**src/rtl/pscl_regs.svh**
```systemverilog
`ifndef PSCL_REGS_SVH
`define PSCL_REGS_SVH
// How it works
// - User mode: request, status, load-complete high
// - Request low abandons user mode, reconfigures
// - Status held low through power-on delay
// - Load-complete low until all data loaded
// - Serial data pin becomes user I/O afterwards
// - Load-complete released at the last bit, pulled low again if the last word is lost
// - Init pin low once option bit loaded as 1

// Core clock rate
`define PSCL_CLK_MHZ        100
// Power-on delay with status held low, in microseconds
`define PSCL_POR_US         268
// Status low time after a configuration request, in microseconds
`define PSCL_STATUS_US      268
// Initialization time before user mode, in microseconds
`define PSCL_INIT_US        175
// Falling edges needed after load-complete
`define PSCL_EDGES_TO_INIT  2
// Default bitstream length and word width
`define PSCL_BITSTREAM_BITS 1024
`define PSCL_WORD_W         8
// Position of the init-pin option bit in the bitstream
`define PSCL_OPT_INIT_BIT   0
// Buffer depth
`define PSCL_BUF_DEPTH      2
`endif

```
**src/rtl/pscl_pkg.sv**
```systemverilog
package pscl_pkg;
  // Loader sequence
  typedef enum logic [2:0] {
    PSCL_POR    = 3'b000,
    PSCL_RESET  = 3'b001,
    PSCL_LOAD   = 3'b010,
    PSCL_WAIT   = 3'b011,
    PSCL_INIT   = 3'b100,
    PSCL_USER   = 3'b101,
    PSCL_ERROR  = 3'b110
  } pscl_state_type;
endpackage

```
**src/rtl/pscl_stream_if.sv**
```systemverilog
`timescale 1ns/1ns
interface pscl_stream_if #(parameter int unsigned WIDTH = 8);
  logic             valid;
  logic             ready;
  logic [WIDTH-1:0] data;
  modport src (output valid, output data, input ready);
  modport snk (input valid, input data, output ready);
endinterface

```
**src/rtl/pscl_loader.sv**
```systemverilog
`timescale 1ns/1ns
`include "pscl_regs.svh"
module pscl_loader
  import pscl_pkg::*;
#(
  parameter int unsigned WORD_W         = `PSCL_WORD_W,
  parameter int unsigned BITSTREAM_BITS = `PSCL_BITSTREAM_BITS,
  parameter int unsigned OPT_INIT_BIT   = `PSCL_OPT_INIT_BIT,
  parameter int unsigned POR_CYCLES     = `PSCL_POR_US * `PSCL_CLK_MHZ,
  parameter int unsigned STATUS_CYCLES  = `PSCL_STATUS_US * `PSCL_CLK_MHZ,
  parameter int unsigned INIT_CYCLES    = `PSCL_INIT_US * `PSCL_CLK_MHZ,
  parameter bit          DATA_PIN_DRIVE = 1'b0
) (
  // Clock and reset
  input  wire logic              ref_clk_in,
  input  wire logic              rst_n_in,
  // Configuration request pin, active low
  input  wire logic              cfg_req_n_in,
  // Status pin, open drain, active low
  input  wire logic              status_n_in,
  output      logic              status_n_out,
  output      logic              status_n_oe_out,
  // Load-complete pin, open drain
  input  wire logic              load_complete_in,
  output      logic              load_complete_out,
  output      logic              load_complete_oe_out,
  // Initialization-complete pin, open drain
  output      logic              init_done_out,
  output      logic              init_done_oe_out,
  // Serial link from the host
  input  wire logic              config_serial_clock_in,
  input  wire logic              config_serial_data_in,
  output      logic              config_serial_data_out,
  output      logic              config_serial_data_oe_out,
  // User side of the data pin after configuration
  input  wire logic              user_tx_in,
  output      logic              user_rx_out,
  output      logic              user_mode_out,
  // Loaded configuration words
  output      logic              word_valid_out,
  output      logic [WORD_W-1:0] word_data_out,
  input  wire logic              word_ready_in
);
  localparam int unsigned EDGES = `PSCL_EDGES_TO_INIT;

  typedef struct packed {
    logic              req_s1;
    logic              req_s2;
    logic              sts_s1;
    logic              sts_s2;
    logic              cd_s1;
    logic              cd_s2;
    logic              clk_s1;
    logic              clk_s2;
    logic              clk_s3;
    logic              dat_s1;
    logic              dat_s2;
    pscl_state_type    st;
    logic [31:0]       cnt;
    logic [31:0]       nbits;
    logic [1:0]        falls;
    logic [WORD_W-1:0] shreg;
    logic [7:0]        sh_cnt;
    logic              init_en;
    logic              push;
    logic              status_oe;
    logic              done_oe;
    logic              init_oe;
    logic              user_oe;
    logic              user_out;
    logic              user_rx;
    logic              user_md;
  } pscl_loader_type;

  pscl_loader_type q, d;
  logic            link_rise;
  logic            link_fall;

  pscl_stream_if #(.WIDTH(WORD_W)) wr_if ();

  ////////////////////////////////////////////////////////////////////
  // Parameters the logic cannot serve
  if (WORD_W < 2 || WORD_W > 255 || BITSTREAM_BITS % WORD_W != 0 ||
      OPT_INIT_BIT >= BITSTREAM_BITS || POR_CYCLES < 1 || STATUS_CYCLES < 1 ||
      INIT_CYCLES < 1) begin : g_bad_param
    $error("pscl_loader: unsupported parameter values");
  end

  ////////////////////////////////////////////////////////////////////
  // Edges of the sampled link clock, from settled stages only
  assign link_rise = q.clk_s2 & ~q.clk_s3;
  assign link_fall = ~q.clk_s2 & q.clk_s3;

  // Word handed to the buffer
  assign wr_if.valid = q.push;
  assign wr_if.data  = q.shreg;

  // Pins from flops; open drain pins only ever pull low
  assign status_n_out              = 1'b0;
  assign status_n_oe_out           = q.status_oe;
  assign load_complete_out         = 1'b0;
  assign load_complete_oe_out      = q.done_oe;
  assign init_done_out             = 1'b0;
  assign init_done_oe_out          = q.init_oe;
  assign config_serial_data_out    = q.user_out;
  assign config_serial_data_oe_out = q.user_oe;
  assign user_rx_out               = q.user_rx;
  assign user_mode_out             = q.user_md;

  ////////////////////////////////////////////////////////////////////
  // Sequencer
  always_comb begin
    d        = q;
    d.req_s1 = cfg_req_n_in;
    d.req_s2 = q.req_s1;
    d.sts_s1 = status_n_in;
    d.sts_s2 = q.sts_s1;
    d.cd_s1  = load_complete_in;
    d.cd_s2  = q.cd_s1;
    d.clk_s1 = config_serial_clock_in;
    d.clk_s2 = q.clk_s1;
    d.clk_s3 = q.clk_s2;
    d.dat_s1 = config_serial_data_in;
    d.dat_s2 = q.dat_s1;
    d.push   = 1'b0;
    case (q.st)
      PSCL_POR: begin
        // Status low for the whole power-on delay
        d.status_oe = 1'b1;
        d.done_oe   = 1'b1;
        if (q.cnt == 32'(POR_CYCLES - 1)) begin
          d.st  = PSCL_RESET;
          d.cnt = '0;
        end else begin
          d.cnt = q.cnt + 32'h1;
        end
      end
      PSCL_RESET: begin
        // Counting starts only once the request is released
        if (q.cnt == 32'(STATUS_CYCLES - 1)) begin
          d.st        = PSCL_LOAD;
          d.status_oe = 1'b0;
          d.cnt       = '0;
        end else if (q.req_s2) begin
          d.cnt = q.cnt + 32'h1;
        end
      end
      PSCL_LOAD: begin
        // A host holding status low delays the load
        if (link_rise && q.sts_s2) begin
          d.shreg = {q.shreg[WORD_W-2:0], q.dat_s2};
          d.nbits = q.nbits + 32'h1;
          if (q.nbits == 32'(OPT_INIT_BIT)) begin
            d.init_en = q.dat_s2;
          end
          if (q.sh_cnt == 8'(WORD_W - 1)) begin
            d.sh_cnt = '0;
            d.push   = 1'b1;
          end else begin
            d.sh_cnt = q.sh_cnt + 8'h1;
          end
          if (q.nbits == 32'(OPT_INIT_BIT) && q.dat_s2) begin
            d.init_oe = 1'b1;
          end
          if (q.nbits == 32'(BITSTREAM_BITS - 1)) begin
            d.st      = PSCL_WAIT;
            d.done_oe = 1'b0;
            d.falls   = '0;
          end
        end
        // A word lost to a full buffer spoils the load
        if (q.push && !wr_if.ready) begin
          d.st        = PSCL_ERROR;
          d.status_oe = 1'b1;
          d.done_oe   = 1'b1;
        end
      end
      PSCL_WAIT: begin
        // Edges count only once the pin has really gone high
        if (q.push && !wr_if.ready) begin
          d.st        = PSCL_ERROR;
          d.status_oe = 1'b1;
          d.done_oe   = 1'b1;
        end else if (link_fall && q.cd_s2) begin
          if (q.falls == 2'(EDGES - 1)) begin
            d.st  = PSCL_INIT;
            d.cnt = '0;
          end else begin
            d.falls = q.falls + 2'h1;
          end
        end
      end
      PSCL_INIT: begin
        if (q.cnt == 32'(INIT_CYCLES - 1)) begin
          d.st      = PSCL_USER;
          d.init_oe = 1'b0;
          d.user_oe = DATA_PIN_DRIVE;
        end else begin
          d.cnt = q.cnt + 32'h1;
        end
      end
      PSCL_USER: begin
        // Data pin now serves the user design
        d.user_out  = user_tx_in;
        d.user_rx   = q.dat_s2;
        d.status_oe = 1'b0;
        d.done_oe   = 1'b0;
      end
      PSCL_ERROR: begin
        // Held until the host asks again
        d.status_oe = 1'b1;
      end
      default: begin
        d.st = PSCL_RESET;
      end
    endcase
    // Request low aborts anything past power-on
    if (!q.req_s2 && q.st != PSCL_POR) begin
      d.st        = PSCL_RESET;
      d.cnt       = '0;
      d.nbits     = '0;
      d.sh_cnt    = '0;
      d.init_en   = 1'b0;
      d.status_oe = 1'b1;
      d.done_oe   = 1'b1;
      d.init_oe   = 1'b0;
      d.user_oe   = 1'b0;
    end
    // Mode flag registered so the output comes from a flop
    d.user_md = (d.st == PSCL_USER);
  end

  // Register the state; status and load-complete pins start pulled low
  always_ff @(posedge ref_clk_in) begin
    if (!rst_n_in) begin
      q           <= '0;
      q.st        <= PSCL_POR;
      q.req_s1    <= 1'b1;
      q.req_s2    <= 1'b1;
      q.status_oe <= 1'b1;
      q.done_oe   <= 1'b1;
    end else begin
      q <= d;
    end
  end

  ////////////////////////////////////////////////////////////////////
  // Two-entry buffer; a receiver that lets both entries fill loses the next word
  pscl_word_buf #(.WIDTH(WORD_W)) u_buf (
    .ref_clk_in   (ref_clk_in),
    .rst_n_in     (rst_n_in),
    .wr           (wr_if.snk),
    .rd_valid_out (word_valid_out),
    .rd_data_out  (word_data_out),
    .rd_ready_in  (word_ready_in)
  );
endmodule

```
**src/rtl/pscl_word_buf.sv**
```systemverilog
`timescale 1ns/1ns
`include "pscl_regs.svh"
module pscl_word_buf
  import pscl_pkg::*;
#(
  parameter int unsigned WIDTH = `PSCL_WORD_W
) (
  // Clock and reset
  input  wire logic             ref_clk_in,
  input  wire logic             rst_n_in,
  // Filling side
  pscl_stream_if.snk            wr,
  // Draining side
  output      logic             rd_valid_out,
  output      logic [WIDTH-1:0] rd_data_out,
  input  wire logic             rd_ready_in
);
  typedef struct packed {
    logic [1:0][WIDTH-1:0] mem;
    logic                  wr_ptr;
    logic                  rd_ptr;
    logic [1:0]            count;
    logic                  out_valid;
    logic [WIDTH-1:0]      out_data;
  } pscl_buf_type;

  pscl_buf_type q, d;
  logic         push;
  logic         pop;

  ////////////////////////////////////////////////////////////////////
  // Draining side comes from flops, so no decode reaches the pins
  assign wr.ready     = (q.count != 2'h2);
  assign rd_valid_out = q.out_valid;
  assign rd_data_out  = q.out_data;
  assign push         = wr.valid & wr.ready;
  assign pop          = rd_valid_out & rd_ready_in;

  // Next state
  always_comb begin
    d = q;
    if (push) begin
      d.mem[q.wr_ptr] = wr.data;
      d.wr_ptr        = ~q.wr_ptr;
    end
    if (pop) begin
      d.rd_ptr = ~q.rd_ptr;
    end
    d.count = q.count + {1'b0, push} - {1'b0, pop};
    // Registered copies of the head word and its flag
    d.out_valid = (d.count != 2'h0);
    d.out_data  = d.mem[d.rd_ptr];
  end

  // Register the state
  always_ff @(posedge ref_clk_in) begin
    if (!rst_n_in) begin
      q <= '0;
    end else begin
      q <= d;
    end
  end
endmodule

```
**config.mk**
```make
export PLATFORM = sky130hd
export DESIGN_NAME = pscl_loader
export DESIGN_NICKNAME = d
export VERILOG_FILES = /design/src/rtl/pscl_pkg.sv /design/src/rtl/pscl_stream_if.sv /design/src/rtl/pscl_loader.sv /design/src/rtl/pscl_word_buf.sv
export VERILOG_INCLUDE_DIRS = /design/src /design/src/rtl
export SDC_FILE = /design/constraint.sdc
export NUM_CORES = 1
export LEC_CHECK = 0
export BUFFER_PORTS_ARGS = -buffer_cell sky130_fd_sc_hd__buf_2
export CORE_MARGIN = 10
export CORE_UTILIZATION = 25
export CTS_CLUSTER_DIAMETER = 150
export DETAILED_ROUTE_END_ITERATION = 10
export RECOVER_POWER = 50
export SYNTH_ARGS = -nofsm -noshare
export SYNTH_HDL_FRONTEND = slang
export SYNTH_HIERARCHICAL = 1
export SYNTH_SLANG_ARGS = --single-unit
```
**constraint.sdc**
```tcl
create_clock -name ref_clk_in -period 2.2 [get_ports ref_clk_in]
set_input_delay 0 -clock ref_clk_in [delete_from_list [all_inputs] [get_ports ref_clk_in]]
set_output_delay 0 -clock ref_clk_in [all_outputs]
set_load 0.05 [all_outputs]
```
Word-level counts from Yosys, hierarchy flattened
Index checks and enable logic that the tools add are counted.
{ "totals": {"reg_bits": 133} }
{ "op_classes": {"n_lt_le_gt_ge": 3, "reduce_logical": 28, "bitwise": 9, "eq_ne": 28, "addsub": 6, "n_mux": 44} }
{ "op_table": {"columns": ["cell", "count"], "rows": [
  ["two-way mux 32 bit", 6],
  ["one-hot mux 32 bit (4 select lines)", 1],
  ["two-way mux 35 bit", 2],
  ["two-way mux 67 bit", 1],
  ["adder 32 x 1 -> 32 bit (second input constant)", 2],
  ["equality test 32 x 15 -> 1 bit (second input constant)", 2],
  ["two-way mux 52 bit", 1],
  ["equality test 32 x 10 -> 1 bit (second input constant)", 1],
  ["logical NOT 32 bit", 1],
  ["two-way mux 8 bit", 4],
  ["!= test 2 bit (second input constant)", 13],
  ["two-way mux 3 bit", 7],
  ["one-hot mux 3 bit (6 select lines)", 1],
  ["two-way mux 17 bit", 1],
  ["bitwise mux 16 bit", 1],
  ["two-way mux 2 bit", 8],
  ["equality test 3 bit (second input constant)", 4],
  ["AND reduction 4 bit", 3],
  ["AND reduction 6 bit", 2],
  ["!= test 3 bit (second input constant)", 3],
  ["adder 8 x 1 -> 8 bit (second input constant)", 1],
  ["demux 8 bit (select 1 bit)", 1],
  ["equality test 8 x 3 -> 1 bit (second input constant)", 1],
  ["nonzero test 4 bit", 2],
  ["other kinds (24)", 49]
]} }

Logic depth before layout (Yosys ltp)
{ "logic_depth": {"word_depth": 8, "depth_mapped": 12, "mapped_depth_nobuf": 9} }

Cells and area by module
Netlist, hierarchy kept.
{ "by_module_without_submodules": {"columns": ["mod", "area_per_inst_um2", "seq_area_each_um2", "cells_each", "n_inst"], "rows": [
  ["pscl_loader", 4847.1, 2062.0, 581, 1],
  ["pscl_word_buf", 1134.8, 580.6, 105, 1]
]} }

Worst setup path after synthesis
Ideal clock, no wire load.
{ "synth_path": {"path_type": "register to register", "from": "reg q[64] (netlist bit)", "to": "reg q[85] (netlist bit)", "arrival_ns": 2.165, "required_ns": 2.124, "n_path_buf": 1, "setup_slack_ns": -0.041, "period_less_slack_ns": 2.241, "stages_incl_launch_ff": 9, "path_cell_list": "dfxtp_1 > and4_1 > buf_6 > nand4_4 > or3_4 > nor3_4 > nand3_2 > or4b_1 > a31oi_1"} }
{ "synth_between": {"elab_chain_len": 4, "word_cells_on_any_way": 11, "cone_classes": "add/sub (1); eq/ne (4); mux (5); reduce/logical (1)"} }
{ "synth_lines": {"columns": ["element", "line", "text"], "rows": [
  ["from (decl)", "pscl_loader.sv:75", "pscl_loader_type q, d;"],
  ["adder 32 x 1 -> 32 bit", "pscl_loader.sv:135, pscl_loader.sv:145, pscl_loader.sv:199", null],
  ["two-way mux 32 bit", "pscl_loader.sv:144", "end else if (q.req_s2) begin"],
  ["two-way mux 32 bit", "pscl_loader.sv:140", "if (q.cnt == 32'(STATUS_CYCLES - 1)) begin"],
  ["one-hot mux 32 bit (4 select lines)", "pscl_loader.sv:126", "case (q.st)"]
]} }
Parallel ways exist; a longest one is shown, timed or not. The select of a mux whose other input is x is not followed.
A chain may end at the register's enable or synchronous reset.

Worst setup path after layout
{ "layout_path": {"from": "reg q[90] (netlist bit)", "to": "reg q[85] (netlist bit)"} }
{ "layout_between": {"elab_chain_len": 3, "word_cells_on_any_way": 8, "cone_classes": "eq/ne (4); mux (3); reduce/logical (1)"} }
{ "layout_lines": {"columns": ["element", "line"], "rows": [
  ["equality test 32 x 15 -> 1 bit, on equally long branches", "pscl_loader.sv:131, pscl_loader.sv:140, pscl_loader.sv:194"],
  ["!= test 3 bit (no source line) (tied with other cells)", null],
  ["AND reduction 6 bit (no source line) or one-hot mux 32 bit (4 select lines) (tied branches)", null]
]} }
Parallel ways exist; a longest one is shown, timed or not.

==> impl_results.md <==
- Violated checks: setup timing
- Synth area leaders: dfxtp_1 44%, xor2_1 7.0%, nor2_1 5.3%
- CP Capture Type: register
- 1st-pass router iterations: 4
- Status: finished, violations left
- DRC viols: 0
- Initial antenna violation count: 0
- Post-DP HPWL: 9.385 mm
- Final Hold Vio Count: 0
- Placement Rows: 56
- Total gr overflow: 0
- Area Growth Syn to Fin: 27.11%
- Top-level I/O count: 28
- Htree depth: 4
- Setup tns final: -30.89 ps
- Post-route insts no fill: 1108
- Share of cells above drive strength 1: 19.14%
- Vias in the first global route: 4600
- Synth Flop Type: dfxtp_1
- Clk slew on worst S/H paths: 60 ps
- Footprint of the multi-input gates: 3119 sq um
- Final-stage net count: 791
- Clock Path Buffers: 2
- Worst R2R Setup Slack: -30 ps
- Worst flop-to-flop path endpoint: q[85]
- Final period util: 101.4%
- DR vias/cell: 4.389
- CTS tree: built
- Crit path time final: 2230 ps
- Hold depth: 4
- Final Instance Area: 7604 sq um
- Cell Pwr Density: 708.7 nW/um^2
- Post-synth EDFFs: 0
- Worst Setup Slack, final: -29.76 ps
- Max Freq: 448.5 MHz
- Via count of the routed design: 4863
- DIE WIDTH: 174.7 um
- Die height: 174.7 um
- DP Area: 6880 sq um
- Clk_lat worst skew: 430 ps
- RSZ-0062 raised after global routing: true
- Drt total wl: 13.22 mm
- Clock root buffer: clkbuf_16
- Worst Tran Pin Value: 696.8 ps
- Worst-path fanout max: 5
- Ys Warns: 6
- P_leak: 2.873 nW
- #FFs+latches synth: 132
- Setup-failing EPs final: 2
- Critical R2R Launch: q[90]
- Count leader, synth: dfxtp_1
- Async S/R FF share, synth: 0%
- Placed insts: 1066
- Reg area: 2650 sq um
- Clock Sink Count: 132
- Number of max-cap violations: 0
- Port Buffers: 23
- Synth Instances: 686
- Cts bufs inserted: 17
- Setup CP Type: reg -> reg
- Gpl congestion: 0.7764
- WP data arrival: 2580 ps
- Post-synthesis cell type count: 59
- Routed Antenna Nets: 0
- Diode count: 0
- End of the worst hold path: q[26]
- Initial Util: 25.41%
- Skew final: 8.976 ps
- Hold Crit Start: rst_n_in
- Register area share after synthesis: 44.17%
- Pin count of the biggest net entering global routing: 36
- CP Data Required Time: 2550 ps
- First-pass GRT wire length: 22.08 mm
- Post-synth top area share: 44.17%
- Die area: 30510 sq um
- Reg2Reg Depth: 9
- Wirelength per Cell: 11.93 um
- Slew HR: 53.75%
- Fin. max-slew vios: 0
- Dominant cell type by area after synthesis: dfxtp_1
- DRT iter0 DRCs: 271
- Worst hold path type: in -> reg
- Core ar.: 23540 sq um
- Max VDD drop: 0.3947 mV
- Top cells by count, synth: 132 x dfxtp_1, 84 x nor2_1, 66 x nand2_1
- Total Routing Usage GR: 8.719%
- Fillers: 2475
- Post-Syn Area: 5982 sq um
- Synth Area per Inst: 8.720 sq um
- Worst Setup Start Kind: register
==> what timing repair did <==
action                                  4_1_cts  5_1_grt
hold buffers                                  6        0
endpoints found under the setup margin       30       41
buffers inserted                              4        1
gates resized for setup                      11       16
endpoints found under the hold margin         6        0
pin swaps                                    12        5
gates cloned                                  0        0
==> registers in the layout, indices dropped and copies added, names as in the netlist, 6 cells and up <==
name and flops:
q 82, u_buf/q 20, u_buf/rd_data_out 8, wr_if.data 8, d 6
==> final cells by class <==
class                      instances  area share, %
clock buffer                      18          5.776
clock inverter                    14          1.876
inverter                          13         0.6418
multi-input combinational        501          41.02
sequential                       132          34.85
tap                              319          5.249
timing repair buffer             111          10.58
==> power breakdown <==
group	leakage [nW]	switching [mW]	total [mW]	internal [mW]
sequential	1.07	0.0159	2.43	2.42
combinational	1.52	0.119	0.190	0.0711
clock	0.282	1.15	2.77	1.62
==> worst max path at each step <==
stage,startpoint,depth (start not counted),slack [ps],to
after floorplan,q[68],10,4,q[64]
after global placement,q[80],8,-160,q[89]
after detailed placement,q[80],9,-190,q[79]
after CTS,q[90],9,-40,q[85]
after global routing,q[90],9,-160,q[85]
final,q[90],9,-30,q[85]
==> worst max-delay path, stage by stage (launching register included) <==
cell,delay [ps]
dfxtp_2,320
nor4_2,250
buf_4,140
nand4_1,140
and4bb_2,370
o31a_1,150
buf_6,130
nor2_4,50
or4b_1,490
a31oi_1,130
==> layer usage <==
metal | GRT usage (%) | up-vias | routed length [um]
li1 | - | 2539 | -
met1 | 10.99 | 2261 | 6664
met2 | 13.46 | 48 | 5980
met3 | 2.673 | 15 | 400
met4 | 3.744 | 0 | 172
met5 | 0 | - | 0
==> cell families after synthesis <==
kind of cell | synth area share (%)
muxes | 3.012
other | 0.06269
and+or+nand+nor | 28.11
buffers and inverters | 5.020
xor gates and xnor gates | 9.224
adders and majority gates | 1.255
DFF | 44.17
AOI/OAI and AO/OA | 9.140
==> through the flow <==
| stage | total power [mW] | setup WS, ps | util (%) | hold slack [ps] |
|---|---|---|---|---|
| 2_1_floorplan | 2.611 | 4.209 | - | 73.04 |
| 3_3_place_gp | 2.671 | -163.3 | 29.23 | 191.0 |
| 3_5_place_dp | 2.674 | -186.8 | 29.23 | 190.5 |
| 4_1_cts | 5.464 | -42.40 | 32.20 | 11.20 |
| 5_1_grt | 5.582 | -162.3 | 32.30 | 41.29 |
| 6_report | 5.389 | -29.76 | 32.30 | 23.73 |
==> cells in the final DEF (no fill, tap or decap), types with 8 or more instances in the layout <==
| cell type | synthesis | routed |
|---|---|---|
| buf_2 | 3 | 8 |
| nand2_1 | 66 | 66 |
| dfxtp_1 | 132 | 126 |
| mux2i_1 | 18 | 18 |
| nor3_1 | 17 | 16 |
| inv_1 | 13 | 13 |
| nor2_1 | 84 | 84 |
| buf_4 | 13 | 74 |
| nand3_1 | 31 | 30 |
| nand4_1 | 13 | 13 |
| o21ai_0 | 25 | 21 |
| and3_1 | 15 | 16 |
| clkbuf_1 | 22 | 17 |
| nor4_1 | 13 | 11 |
| clkbuf_16 | 0 | 17 |
| o22ai_1 | 8 | 8 |
| xnor2_1 | 15 | 15 |
| nor2b_1 | 20 | 20 |
| and2_1 | 17 | 17 |
| a21oi_1 | 25 | 23 |
| xor2_1 | 48 | 48 |
(Power assumes the default switching activity.)
